**src/pkg/uemr_pkg.sv**
```systemverilog
// Functional notes
// Mode 0000 ignores Setup, In and Out; no handshake.
// 0001 accept/NAK/NAK; 0011 accept/stall/stall; 0100 accept/ignore/ignore.
// 0010 stall In, check Out; 0110 zero In, stall Out; check needs empty DATA1.
// 0101 always accepts Out; 0111 sends counted In; others ignored.
// 1001 ACKs Out then becomes 1000; 1000 NAKs Out.
// 1011 accept, zero In, ACK Out then 1010; 1010 NAKs Out.
// 1101 sends counted In then 1100; 1100 NAKs In.
// 1111 accept, counted In, check Out then 1110; 1110 NAKs In. Code moves to 1110 after the ACKed In; an ACKed Out check keeps 1111.
// Setup on enabled accepting endpoint forces mode 0001.
// Setup-accepting modes answer a valid Setup with ACK.
// Endpoints reset disabled; engine never leaves disabled mode.
// Invalid transactions are silently ignored.
// Interrupt on valid completion or buffer corruption.
// Data packet valid only if length with CRC at most 10 and error free.
// Non-control modes ignore Setup.
// Out-only endpoints ignore In, In-only ignore Out.
// Endpoint zero In/Out status bits update at transaction end.
// Setup status bit updates at start of data phase.
// Endpoint zero mode and count locked after any ACK transaction.
// Lock clears on CPU read after transaction completes.
// Each of three endpoints has its own interrupt.
// Endpoint zero keeps sticky Setup, In, Out received bits.
// Mode code sits in low four bits of mode register.
// Count register low four bits hold In byte count, 0..8.
// Count bit 7 selects data toggle, 0 DATA0, 1 DATA1.
// Acknowledge bit set when a transaction completes with ACK.
package uemr_pkg;
  localparam int NUM_EP = 3;
  localparam logic [3:0] ADDR_CNT0 = 4'h1;
  localparam logic [3:0] ADDR_MODE0 = 4'h2;
  localparam logic [3:0] ADDR_CNT1 = 4'h3;
  localparam logic [3:0] ADDR_MODE1 = 4'h4;
  localparam logic [3:0] ADDR_CNT2 = 4'h5;
  localparam logic [3:0] ADDR_MODE2 = 4'h6;
  localparam int MODE_ACK_BIT = 4;
  localparam int MODE_OUT_BIT = 5;
  localparam int MODE_IN_BIT = 6;
  localparam int MODE_SETUP_BIT = 7;
  localparam int CNT_TOGGLE_BIT = 7;
  localparam int CNT_VALID_BIT = 6;
  localparam logic [3:0] MAX_IN_BYTES = 4'h8;
  localparam logic [3:0] MAX_RX_BYTES = 4'ha;
  localparam logic [7:0] MODE_RESET = 8'h00;
  localparam logic [7:0] CNT_RESET = 8'h00;
  localparam logic [3:0] M_DISABLE = 4'h0;
  localparam logic [3:0] M_NAK_INOUT = 4'h1;
  localparam logic [3:0] M_STATUS_OUT = 4'h2;
  localparam logic [3:0] M_STALL_INOUT = 4'h3;
  localparam logic [3:0] M_IGNORE_INOUT = 4'h4;
  localparam logic [3:0] M_ISO_OUT = 4'h5;
  localparam logic [3:0] M_STATUS_IN = 4'h6;
  localparam logic [3:0] M_ISO_IN = 4'h7;
  localparam logic [3:0] M_NAK_OUT = 4'h8;
  localparam logic [3:0] M_ACK_OUT = 4'h9;
  localparam logic [3:0] M_NAK_OUT_SIN = 4'ha;
  localparam logic [3:0] M_ACK_OUT_SIN = 4'hb;
  localparam logic [3:0] M_NAK_IN = 4'hc;
  localparam logic [3:0] M_ACK_IN = 4'hd;
  localparam logic [3:0] M_NAK_IN_SOUT = 4'he;
  localparam logic [3:0] M_ACK_IN_SOUT = 4'hf;

  typedef enum logic [1:0] {TOK_SETUP, TOK_IN, TOK_OUT} uemr_tok_type;
  typedef enum logic [2:0] {
    RSP_IGNORE, RSP_ACCEPT, RSP_NAK, RSP_STALL, RSP_CHECK, RSP_TX0, RSP_TXCNT
  } uemr_rsp_type;
  typedef enum logic [2:0] {HS_NONE, HS_ACK, HS_NAK, HS_STALL, HS_DATA} uemr_hs_type;

  // Token event from the serial bus engine front end
  typedef struct packed {
    logic tokValid;
    uemr_tok_type tok;
    logic [1:0] ep;
  } uemr_tok_evt_type;

  // Data packet phase summary
  typedef struct packed {
    logic dataStart;
    logic dataEnd;
    logic [3:0] len;
    logic crcOk;
    logic toggle;
  } uemr_data_evt_type;

  typedef struct packed {
    logic valid;
    uemr_hs_type hs;
    logic [1:0] ep;
    logic toggle;
    logic [3:0] count;
  } uemr_reply_type;

  typedef struct packed {
    logic [2:0] rsp;
    logic rspErr;
  } uemr_misc_type;
endpackage

```
**src/hw/uemr_responder.sv**
```systemverilog
// The plain strobed port and the register addresses were chosen for this implementation.
`timescale 1ns/1ps
`default_nettype none
module uemr_responder
  import uemr_pkg::*;
(
  input wire logic sys_clk,
  input wire logic sys_rst,
  input wire logic [3:0] regAddr,
  input wire logic [7:0] regWdata,
  input wire logic regWr,
  input wire logic regRd,
  output logic [7:0] regRdata,
  input wire uemr_tok_evt_type tokEvt,
  input wire uemr_data_evt_type dataEvt,
  input wire logic hostAck,
  input wire logic bufCorrupt,
  output uemr_reply_type reply,
  output logic [NUM_EP-1:0] epIrq
);

  // ----------------------------------------------------------------
  // State
  // ----------------------------------------------------------------
  typedef enum logic [1:0] {S_IDLE, S_DATA, S_WAIT_ACK} uemr_phase_type;

  typedef struct packed {
    logic [NUM_EP-1:0][7:0] mode;
    logic [NUM_EP-1:0][7:0] cnt;
    uemr_phase_type phase;
    uemr_tok_type tok;
    logic [1:0] ep;
    uemr_rsp_type rsp;
    logic lock0;
    logic setupHold;
    logic [7:0] rdata;
    uemr_reply_type reply;
    logic [NUM_EP-1:0] irq;
  } uemr_state_type;

  uemr_state_type st_r;
  uemr_state_type st_nxt;

  // ----------------------------------------------------------------
  // Mode decode
  // ----------------------------------------------------------------
  // Truth table
  function automatic uemr_rsp_type decode(input logic [3:0] m, input uemr_tok_type t);
    uemr_rsp_type s;
    uemr_rsp_type i;
    uemr_rsp_type o;
    s = RSP_IGNORE;
    i = RSP_IGNORE;
    o = RSP_IGNORE;
    case (m)
      // Control modes
      M_NAK_INOUT: begin
        s = RSP_ACCEPT; i = RSP_NAK; o = RSP_NAK;
      end
      // Status Out mode, then stall and ignore modes
      M_STATUS_OUT: begin
        s = RSP_ACCEPT; i = RSP_STALL; o = RSP_CHECK;
      end
      M_STALL_INOUT: begin
        s = RSP_ACCEPT; i = RSP_STALL; o = RSP_STALL;
      end
      M_IGNORE_INOUT: begin
        s = RSP_ACCEPT;
      end
      // Isochronous modes, with status In mode 0110
      M_ISO_OUT: o = RSP_ACCEPT;
      M_STATUS_IN: begin
        s = RSP_ACCEPT; i = RSP_TX0; o = RSP_STALL;
      end
      M_ISO_IN: i = RSP_TXCNT;
      // Out-only modes
      M_NAK_OUT: o = RSP_NAK;
      M_ACK_OUT: o = RSP_ACCEPT;
      // Out with status In
      M_NAK_OUT_SIN: begin
        s = RSP_ACCEPT; i = RSP_TX0; o = RSP_NAK;
      end
      M_ACK_OUT_SIN: begin
        s = RSP_ACCEPT; i = RSP_TX0; o = RSP_ACCEPT;
      end
      // In-only modes
      M_NAK_IN: i = RSP_NAK;
      M_ACK_IN: i = RSP_TXCNT;
      // In with status Out
      M_NAK_IN_SOUT: begin
        s = RSP_ACCEPT; i = RSP_NAK; o = RSP_CHECK;
      end
      M_ACK_IN_SOUT: begin
        s = RSP_ACCEPT; i = RSP_TXCNT; o = RSP_CHECK;
      end
      default: begin
        s = RSP_IGNORE;
      end
    endcase
    // Setup column ignore; wrong direction ignore
    case (t)
      TOK_SETUP: decode = s;
      TOK_IN: decode = i;
      TOK_OUT: decode = o;
      default: decode = RSP_IGNORE;
    endcase
  endfunction

  // Post-ACK mode: ACK modes (odd, bit 3 set) drop to their NAK twin, but only
  // for an ACK in the direction where the twins differ; the other direction keeps the mode
  function automatic logic [3:0] after_ack(input logic [3:0] m, input uemr_tok_type t);
    logic twinDir;
    twinDir = m[2] ? (t == TOK_IN) : (t == TOK_OUT);
    if (m[3] && m[0] && twinDir) begin
      after_ack = {m[3:1], 1'b0};
    end else begin
      after_ack = m;
    end
  endfunction

  // ----------------------------------------------------------------
  // Next state
  // ----------------------------------------------------------------
  logic [1:0] wrEp;
  logic rxGood;
  logic checkOk;
  logic done;
  logic acked;
  uemr_rsp_type curRsp;
  logic [1:0] doneEp;
  uemr_tok_type doneTok;

  always_comb begin
    st_nxt = st_r;
    st_nxt.reply.valid = 1'b0;
    st_nxt.irq = '0;
    wrEp = regAddr[2:1] - 2'd1;
    // Length with CRC and error checks
    rxGood = dataEvt.dataEnd && dataEvt.crcOk && (dataEvt.len <= MAX_RX_BYTES);
    // Zero data bytes means only the two CRC bytes
    checkOk = rxGood && (dataEvt.len == 4'h2) && dataEvt.toggle;
    done = 1'b0;
    acked = 1'b0;
    // Low nibble mode
    curRsp = decode(st_r.mode[tokEvt.ep][3:0], tokEvt.tok);
    // An In token answered with NAK or STALL completes at once in the idle phase, so the token names the endpoint
    doneEp = (st_r.phase == S_IDLE) ? tokEvt.ep : st_r.ep;
    doneTok = (st_r.phase == S_IDLE) ? tokEvt.tok : st_r.tok;

    // --------------------------------------------------------------
    // Register read
    // --------------------------------------------------------------
    // A read of a locked endpoint zero register in the idle phase unlocks it
    if (regRd) begin
      case (regAddr)
        ADDR_CNT0, ADDR_CNT1, ADDR_CNT2: st_nxt.rdata = st_r.cnt[regAddr[2:1]];
        ADDR_MODE0: st_nxt.rdata = st_r.mode[0];
        ADDR_MODE1, ADDR_MODE2: st_nxt.rdata = {3'b000, st_r.mode[wrEp][4:0]};
        default: st_nxt.rdata = 8'h00;
      endcase
      // Unlock on read after completion
      if ((regAddr == ADDR_MODE0 || regAddr == ADDR_CNT0) && st_r.phase == S_IDLE) begin
        st_nxt.lock0 = 1'b0;
        st_nxt.setupHold = 1'b0;
      end
    end

    // --------------------------------------------------------------
    // Register write
    // --------------------------------------------------------------
    if (regWr) begin
      case (regAddr)
        ADDR_CNT0, ADDR_CNT1, ADDR_CNT2: begin
          // Count zero write lock
          if (!(regAddr == ADDR_CNT0 && st_r.lock0)) begin
            st_nxt.cnt[regAddr[2:1]] = regWdata;
          end
        end
        ADDR_MODE0: begin
          if (!st_r.lock0) begin
            st_nxt.mode[0] = regWdata;
            // Setup bit cannot be cleared while held
            if (st_r.setupHold) begin
              st_nxt.mode[0][MODE_SETUP_BIT] = 1'b1;
            end
          end
        end
        ADDR_MODE1, ADDR_MODE2: st_nxt.mode[wrEp] = {3'b000, regWdata[4:0]};
        default: st_nxt.rdata = st_r.rdata;
      endcase
    end

    // --------------------------------------------------------------
    // Transaction sequencing
    // --------------------------------------------------------------
    // Hardware updates below win over same-cycle CPU writes
    case (st_r.phase)
      S_IDLE: begin
        // Only valid tokens to enabled endpoints
        if (tokEvt.tokValid && tokEvt.ep < 2'(NUM_EP) && curRsp != RSP_IGNORE) begin
          st_nxt.tok = tokEvt.tok;
          st_nxt.ep = tokEvt.ep;
          st_nxt.rsp = curRsp;
          if (tokEvt.tok == TOK_IN) begin
            st_nxt.reply.valid = 1'b1;
            st_nxt.reply.ep = tokEvt.ep;
            st_nxt.reply.toggle = st_r.cnt[tokEvt.ep][CNT_TOGGLE_BIT];
            st_nxt.reply.count = 4'h0;
            case (curRsp)
              RSP_NAK: st_nxt.reply.hs = HS_NAK;
              RSP_STALL: st_nxt.reply.hs = HS_STALL;
              default: begin
                st_nxt.reply.hs = HS_DATA;
                // Count clamped to legal range
                if (curRsp == RSP_TXCNT) begin
                  st_nxt.reply.count = (st_r.cnt[tokEvt.ep][3:0] > MAX_IN_BYTES) ? MAX_IN_BYTES
                                       : st_r.cnt[tokEvt.ep][3:0];
                end
              end
            endcase
            // Toggle from count bit 7
            st_nxt.phase = (st_nxt.reply.hs == HS_DATA) ? S_WAIT_ACK : S_IDLE;
            done = (st_nxt.reply.hs != HS_DATA);
          end else begin
            st_nxt.phase = S_DATA;
          end
        end
      end
      S_DATA: begin
        // Setup status at data start
        if (dataEvt.dataStart && st_r.tok == TOK_SETUP && st_r.ep == 2'd0) begin
          st_nxt.mode[0][MODE_SETUP_BIT] = 1'b1;
          st_nxt.setupHold = 1'b1;
        end
        if (dataEvt.dataEnd) begin
          st_nxt.phase = S_IDLE;
          if (rxGood) begin
            st_nxt.reply.valid = 1'b1;
            st_nxt.reply.ep = st_r.ep;
            st_nxt.reply.toggle = 1'b0;
            st_nxt.reply.count = 4'h0;
            done = 1'b1;
            case (st_r.rsp)
              // Setup gets ACK
              RSP_ACCEPT: st_nxt.reply.hs = HS_ACK;
              RSP_NAK: st_nxt.reply.hs = HS_NAK;
              RSP_STALL: st_nxt.reply.hs = HS_STALL;
              RSP_CHECK: st_nxt.reply.hs = checkOk ? HS_ACK : HS_STALL;
              default: st_nxt.reply.hs = HS_NONE;
            endcase
            // Isochronous Out carries no handshake
            if (st_r.mode[st_r.ep][3:0] == M_ISO_OUT) begin
              st_nxt.reply.valid = 1'b0;
            end
            // A silent isochronous Out sends no ACK, so it sets no acknowledge bit
            acked = st_nxt.reply.valid && (st_nxt.reply.hs == HS_ACK);
            st_nxt.cnt[st_r.ep][3:0] = dataEvt.len;
            st_nxt.cnt[st_r.ep][CNT_VALID_BIT] = 1'b1;
            st_nxt.cnt[st_r.ep][CNT_TOGGLE_BIT] = dataEvt.toggle;
            // Setup forces NAK-both
            if (st_r.tok == TOK_SETUP && st_r.mode[st_r.ep][3:0] != M_DISABLE) begin
              st_nxt.mode[st_r.ep][3:0] = M_NAK_INOUT;
              st_nxt.setupHold = 1'b0;
            end
          end else begin
            // Bad data: stay silent
            st_nxt.setupHold = 1'b0;
          end
        end
      end
      S_WAIT_ACK: begin
        if (hostAck) begin
          acked = 1'b1;
          done = 1'b1;
          st_nxt.phase = S_IDLE;
        end else if (tokEvt.tokValid) begin
          // Host moved on without an ACK: drop the transaction
          st_nxt.phase = S_IDLE;
        end
      end
      default: st_nxt.phase = S_IDLE;
    endcase

    // --------------------------------------------------------------
    // Status bits and interrupts
    // --------------------------------------------------------------
    if (done) begin
      // In/Out status at end
      // Sticky token bits
      if (doneEp == 2'd0) begin
        if (doneTok == TOK_IN) begin
          st_nxt.mode[0][MODE_IN_BIT] = 1'b1;
        end
        if (doneTok == TOK_OUT) begin
          st_nxt.mode[0][MODE_OUT_BIT] = 1'b1;
        end
      end
      // Completion interrupt; one per endpoint
      st_nxt.irq[doneEp] = 1'b1;
    end
    if (acked) begin
      // Acknowledge bit
      st_nxt.mode[st_r.ep][MODE_ACK_BIT] = 1'b1;
      // ACK modes fall to NAK twin
      if (st_r.tok != TOK_SETUP) begin
        st_nxt.mode[st_r.ep][3:0] = after_ack(st_r.mode[st_r.ep][3:0], st_r.tok);
      end
      // Lock endpoint zero registers
      if (st_r.ep == 2'd0) begin
        st_nxt.lock0 = 1'b1;
      end
    end
    // Buffer corruption interrupt
    if (bufCorrupt) begin
      st_nxt.irq[st_r.ep] = 1'b1;
    end
  end

  // ----------------------------------------------------------------
  // Registers
  // ----------------------------------------------------------------
  always_ff @(posedge sys_clk) begin
    if (sys_rst) begin
      // Endpoints reset disabled
      for (int e = 0; e < NUM_EP; e++) begin
        st_r.mode[e] <= MODE_RESET;
        st_r.cnt[e] <= CNT_RESET;
      end
      st_r.phase <= S_IDLE;
      st_r.tok <= TOK_SETUP;
      st_r.ep <= 2'd0;
      st_r.rsp <= RSP_IGNORE;
      st_r.lock0 <= 1'b0;
      st_r.setupHold <= 1'b0;
      st_r.rdata <= 8'h00;
      st_r.reply <= '0;
      st_r.irq <= '0;
    end else begin
      st_r <= st_nxt;
    end
  end

  assign regRdata = st_r.rdata;
  assign reply = st_r.reply;
  assign epIrq = st_r.irq;
endmodule
`default_nettype wire

```
**config.mk**
```make
export PLATFORM = sky130hd
export DESIGN_NAME = uemr_responder
export DESIGN_NICKNAME = d
export VERILOG_FILES = /design/src/pkg/uemr_pkg.sv /design/src/hw/uemr_responder.sv
export SDC_FILE = /design/constraint.sdc
export NUM_CORES = 1
export LEC_CHECK = 0
export BUFFER_PORTS_ARGS = -buffer_cell sky130_fd_sc_hd__buf_2
export CAP_MARGIN = 15
export CORE_UTILIZATION = 60
export CTS_BUF_LIST = sky130_fd_sc_hd__clkbuf_4 sky130_fd_sc_hd__clkbuf_8
export CTS_CLUSTER_SIZE = 28
export DETAILED_ROUTE_END_ITERATION = 8
export GPL_ROUTABILITY_DRIVEN = 0
export GPL_TIMING_DRIVEN = 0
export PLACE_DENSITY = 0.81
export SLEW_MARGIN = 5
export SYNTH_ARGS = -nofsm -noshare
export SYNTH_HDL_FRONTEND = slang
export SYNTH_SLANG_ARGS = --single-unit
```
**constraint.sdc**
```tcl
create_clock -name sys_clk -period 5.8 [get_ports sys_clk]
set_clock_uncertainty 0.1 [all_clocks]
set_input_delay 0.87 -clock sys_clk [delete_from_list [all_inputs] [get_ports sys_clk]]
set_output_delay 0.87 -clock sys_clk [all_outputs]
set_load 0.01 [all_outputs]
```
; ---- Word-level counts from Yosys, hierarchy flattened
; Index checks and enable logic that the tools add are counted.
[word_totals]
ff_bits = 81
latchBits = 0
ramBits = 0
romBits = 0
input_bits = 31
memories = 0
[classes]
n_addsub = 1
mul = 0
div_mod_pow = 0
order_cmp = 12
n_eq_ne = 47
shift = 0
mux = 111
bitwise = 3
n_reduce_logical = 44
[ops]
columns = op, count
row1 = $bwmux W24, 6
row2 = $mux W48, 3
row3 = $mux W24, 5
row4 = $demux W8 S2, 6
row5 = $bmux W8 S2, 5
row6 = $mux W8, 8
row7 = $mux W50, 1
row8 = $or A24 B24 Y24, 2
row9 = $mux W11, 4
row10 = $eq A4 B3 Y1 const B, 8
row11 = $eq A4 B4 Y1 const B, 8
row12 = $mux W4, 8
row13 = $mux W1, 28
row14 = $mux W3, 8
row15 = $pmux W3 S4, 2
row16 = $pmux W8 S3, 1
row17 = $pmux W11 S2, 1
row18 = $reduce_or A3 Y1, 7
row19 = $eq A4 B2 Y1 const B, 5
row20 = $mux W2, 10
row21 = $logic_and A1 B1 Y1, 18
row22 = $mux W16, 1
row23 = $pmux W8 S2, 1
row24 = $lt A2 B3 Y1 const B, 5
row25 = other kinds (37), 67

; ---- Longest topological paths before layout
[logic_depth]
word_depth = 22
mapped_depth = 11
ltp_nobuf = 8

; ---- Worst setup path after synthesis
; Ideal clock, no wire load.
[synth_path]
path_type = input-to-reg
start = in regAddr[1]
end = reg st_r (netlist bit regRdata[4])
setup_ns = 0.128
arrival_ns = 2.756
t_required_ns = 5.572
path_slack_ns = 2.816
stages = 11
cell_sequence = buf_2 inv_1 clkbuf_1 ha_1 clkbuf_1 mux2i_1 o21ai_0 a22oi_1 nand2_1 a22oi_1 nor2_1
[synth_between]
elab_chain_len = 7
elab_cells_between_ends = 19
cone_classes = 1 x add/sub / 7 x eq/ne / 8 x mux / 3 x reduce/logical
[synth_rtl]
columns = item, line_no
row1 = "start, declared", uemr_responder.sv:9  ; input wire logic [3:0] regAddr,
row2 = $sub A2 B1 Y2, uemr_responder.sv:137  ; wrEp = regAddr[2:1] - 2'd1;
row3 = $bmux W8 S2, uemr_responder.sv:158  ; ADDR_MODE1, ADDR_MODE2: st_nxt.rdata = {3'b000, st_r.mode[wrEp][4:0]};
row4 = $mux W5 (implied by the code), uemr_responder.sv:158
row5 = $pmux W8 S3, uemr_responder.sv:155  ; case (regAddr)
row6 = $mux W10, uemr_responder.sv:154  ; if (regRd) begin
row7 = $mux W8, uemr_responder.sv:172  ; case (regAddr)
row8 = $mux W8, uemr_responder.sv:171  ; if (regWr) begin
row9 = "end signal, assigned", uemr_responder.sv:339  ; st_r <= st_nxt;
row10 = "end, declared", uemr_responder.sv:41  ; uemr_state_type st_r;
; Several ways; a longest one is shown, not always the timed one. The select of a mux whose other input is x is not followed.
; A chain may end at the register's enable or synchronous reset.

; ---- Worst setup path after layout
[layout_path]
start = in regAddr[1]
end = reg st_r (netlist bit regRdata[1])
; Same word-level chain as after synthesis.

==> results.py <==
metrics = {
    "status": {
        "status": "finished clean",
    },
    "clock_network": {
        "post-cts-setup-buffer-count": 0,
        "root_buffer": "clkbuf_8",
        "ctsHoldBuffers": 0,
        "clk_path_buf_depth": 2,
        "cts_made_buffers": 9,
        "clk-insertion-delay-late_ps": 360,
        "cts.htree.levels": 3,
        "cts_tree": "yes",
        "cts_resized": 0,
        "clock-sinks": 75,
        "path_clk_slew_ps": 80,
    },
    "timing": {
        "setup_viol": 0,
        "fin_crit_sh": 0.570,
        "rsz0062_at_grt": "no",
        "hold_viol": 0,
        "worst_slew_pin_slew_ps": 776,
        "finalCriticalPeriod_ps": 3310,
        "report.final.slew_viol_count": 0,
        "max_slew_margin": 0.483,
        "setup-tns-final_ps": 0,
        "fmax_ghz": 0.302,
    },
    "logic_synthesis": {
        "syn_area_per_cell_um2": 8.30,
        "syn-num-nets": 626,
        "ys_warn_count": 0,
        "synth_cell_types": 74,
        "synthesis.instances": 587,
        "synth_edf_count": 0,
        "synth_area_um2": 4870,
        "ys_dominant_reg_cell": "dfxtp_1",
        "ys_ff_latch": 75,
        "synth-seq-area-share": 0.308,
        "synthArstFlopShare": 0,
    },
    "setup_path": {
        "critical_path_required_ps": 5930,
        "critPathMaxFanout": 11,
        "crit_family": "buffers and inverters",
        "cp-end-kind": "register",
        "start_kind": "input pin",
        "worstReg2RegEnd": "epIrq[2]",
        "cp_slowest_cell": "clkbuf_1",
        "slowest_delay_ps": 460,
        "reg2reg_from": "st_r[58]",
        "worst-path-buf-inv": 5,
        "r2r_setup_slack_ps": 3180,
        "crit_chain": "buf_2, buf_2, inv_1, clkbuf_1, ha_1, clkbuf_1, mux2i_1, o21ai_0, a22oi_1, nand2_1, a22oi_1, nor2_1",
        "crit_type": "in -> reg",
        "r2r_cells": 7,
        "crit_arrival_ps": 3430,
        "critical_path_depth": 12,
    },
    "die": {
        "die-area_um2": 8490,
        "rows": 32,
        "die_w_um": 92.1,
        "pin_count": 53,
        "start_util": 0.624,
        "die_h_um": 92.1,
        "core-area_um2": 7810,
    },
    "detailed_routing": {
        "drc": 0,
        "final_antenna_net_count": 0,
        "routed_via_density": 6.62,
        "drt_iter0_drc": 465,
        "num_vias": 4984,
        "firstDrtPassIters": 5,
        "wl_um": 14600,
        "wl_per_cell_um": 19.4,
    },
    "cells_and_area": {
        "area_growth_pct": 12.6,
        "layout_common_cells": "75 x dfxtp_1, 68 x nor2_1, 63 x nand2_1, 60 x mux2i_1, 56 x buf_2",
        "diodes": 0,
        "layout_commonest_cell": "dfxtp_1",
        "finalNetCount": 685,
        "layout-drive-gt1-share": 0.204,
    },
    "pwr": {
        "p_leak_nw": 2.33,
        "ir_drop_v": 0.000118,
        "power_density_nw_per_um2": 207,
        "power.total_mw": 1.14,
    },
    "place": {
        "port_buffers": 48,
        "hpwl_um": 10700,
    },
    "flow_run": {
        "maxCapViolCount": 0,
    },
    "worst_hold_path": {
        "hp-class": "reg -> reg",
        "min_delay_path_depth": 2,
    },
    "grt": {
        "grt_pass1_vias": 4544,
        "grt_use_total": 0.349,
        "overflow": 0,
        "antenna_found_initial": 0,
        "grt_max_degree": 14,
        "grt_pass1_wl_um": 23000,
    },
}
-- metal layers --
layer	wire length, um	vias up	GRT usage
li1	-	2249	-
met1	6040	2336	0.458
met2	6470	345	0.544
met3	1600	54	0.0813
met4	507	0	0.159
met5	0	-	0
-- state kept, by name (all words and copies together), names as in the netlist, named ones only --
| signal | cells |
|---|---|
| st_r | 47 |
| reply | 11 |
| regRdata | 8 |
| epIrq | 3 |
-- stage by stage --
| stage | cell area [um^2] | setup slack (ps) | hold WS [ps] | cells | util |
|---|---|---|---|---|---|
| 2_1_floorplan | 4870 | 2820 | 350 | 587 | - |
| 3_3_place_gp | 5240 | 2360 | 368 | 737 | 0.671 |
| 3_5_place_dp | 5240 | 2270 | 388 | 737 | 0.671 |
| 4_1_cts | 5490 | 2620 | 406 | 753 | 0.703 |
| 5_1_grt | 5490 | 2300 | 412 | 753 | 0.703 |
| 6_report | 5490 | 2490 | 406 | 753 | 0.703 |
-- tightest hold or removal path, cell delays in order (launching register included) --
cell and delay, ps:
dfxtp_1 340, mux2i_1 70, nor2_1 70
-- where the power goes --
part           total (mW)  internal [mW]  leakage, nW  switching, mW
clock network       0.503          0.292        0.124          0.211
registers           0.522          0.518        0.605        0.00374
logic               0.113         0.0372         1.60         0.0755
total                1.14          0.848         2.33          0.290
-- final cells by class --
class | instances | area, um^2
inverter | 12 | 45.0
tap | 102 | 128
fill | 632 | 2320
timing repair buffer | 48 | 240
sequential | 75 | 1500
clock buffer | 10 | 131
multi-input combinational | 442 | 2990
buffer | 58 | 337
clock inverter | 6 | 113
-- worst max path at each step --
stage	from	slack, ps	to
floorplan	regAddr[1]	2820	regRdata[4]
global placement	regAddr[1]	2360	regRdata[2]
detailed placement	regAddr[1]	2270	regRdata[1]
CTS	regAddr[1]	2620	regRdata[1]
global route	regAddr[1]	2300	regRdata[2]
finish	regAddr[1]	2490	regRdata[1]
-- cell families (layout without fill, tap and decap cells) --
family          Yosys count  count (layout)  synth area share
simple gates            213             213             0.209
compound gates          145             145             0.223
flops                    75              75             0.308
mux                      74              74             0.157
buf+inv                  70             134            0.0783
fa+ha+maj                 8               8            0.0205
xor+xnor                  2               2           0.00360
-- cells in the mapped netlist (2+ instances only) --
master	number	area share
o21ai_1	3	0.0031
a311oi_1	14	0.025
buf_6	2	0.0046
a22oi_1	19	0.029
buf_4	25	0.039
o22a_1	2	0.0036
a21boi_0	2	0.0031
nor4_1	5	0.0064
a21oi_1	17	0.017
a31oi_1	3	0.0039
o22ai_1	8	0.010
inv_1	12	0.0092
a22o_1	6	0.011
and4_1	2	0.0036
o2bb2ai_1	4	0.0072
o32ai_1	3	0.0054
nand4_1	3	0.0039
nor3_1	9	0.0092
a2bb2oi_1	2	0.0036
nor2_1	68	0.052
ha_1	8	0.021
and2_1	3	0.0039
nand3_1	32	0.033
o21ai_0	23	0.024
mux2i_1	60	0.12
o211a_1	2	0.0041
o211ai_1	5	0.0077
nand2_1	63	0.049
nand2b_1	5	0.0064
a211oi_1	10	0.015
buf_2	8	0.0082
and3_1	3	0.0039
o21ai_2	2	0.0036
dfxtp_1	75	0.31
mux2_2	12	0.028
clkbuf_1	22	0.017
nor2b_1	7	0.0090
a2bb2oi_2	2	0.0062
Power figures use the tool's default switching activity.
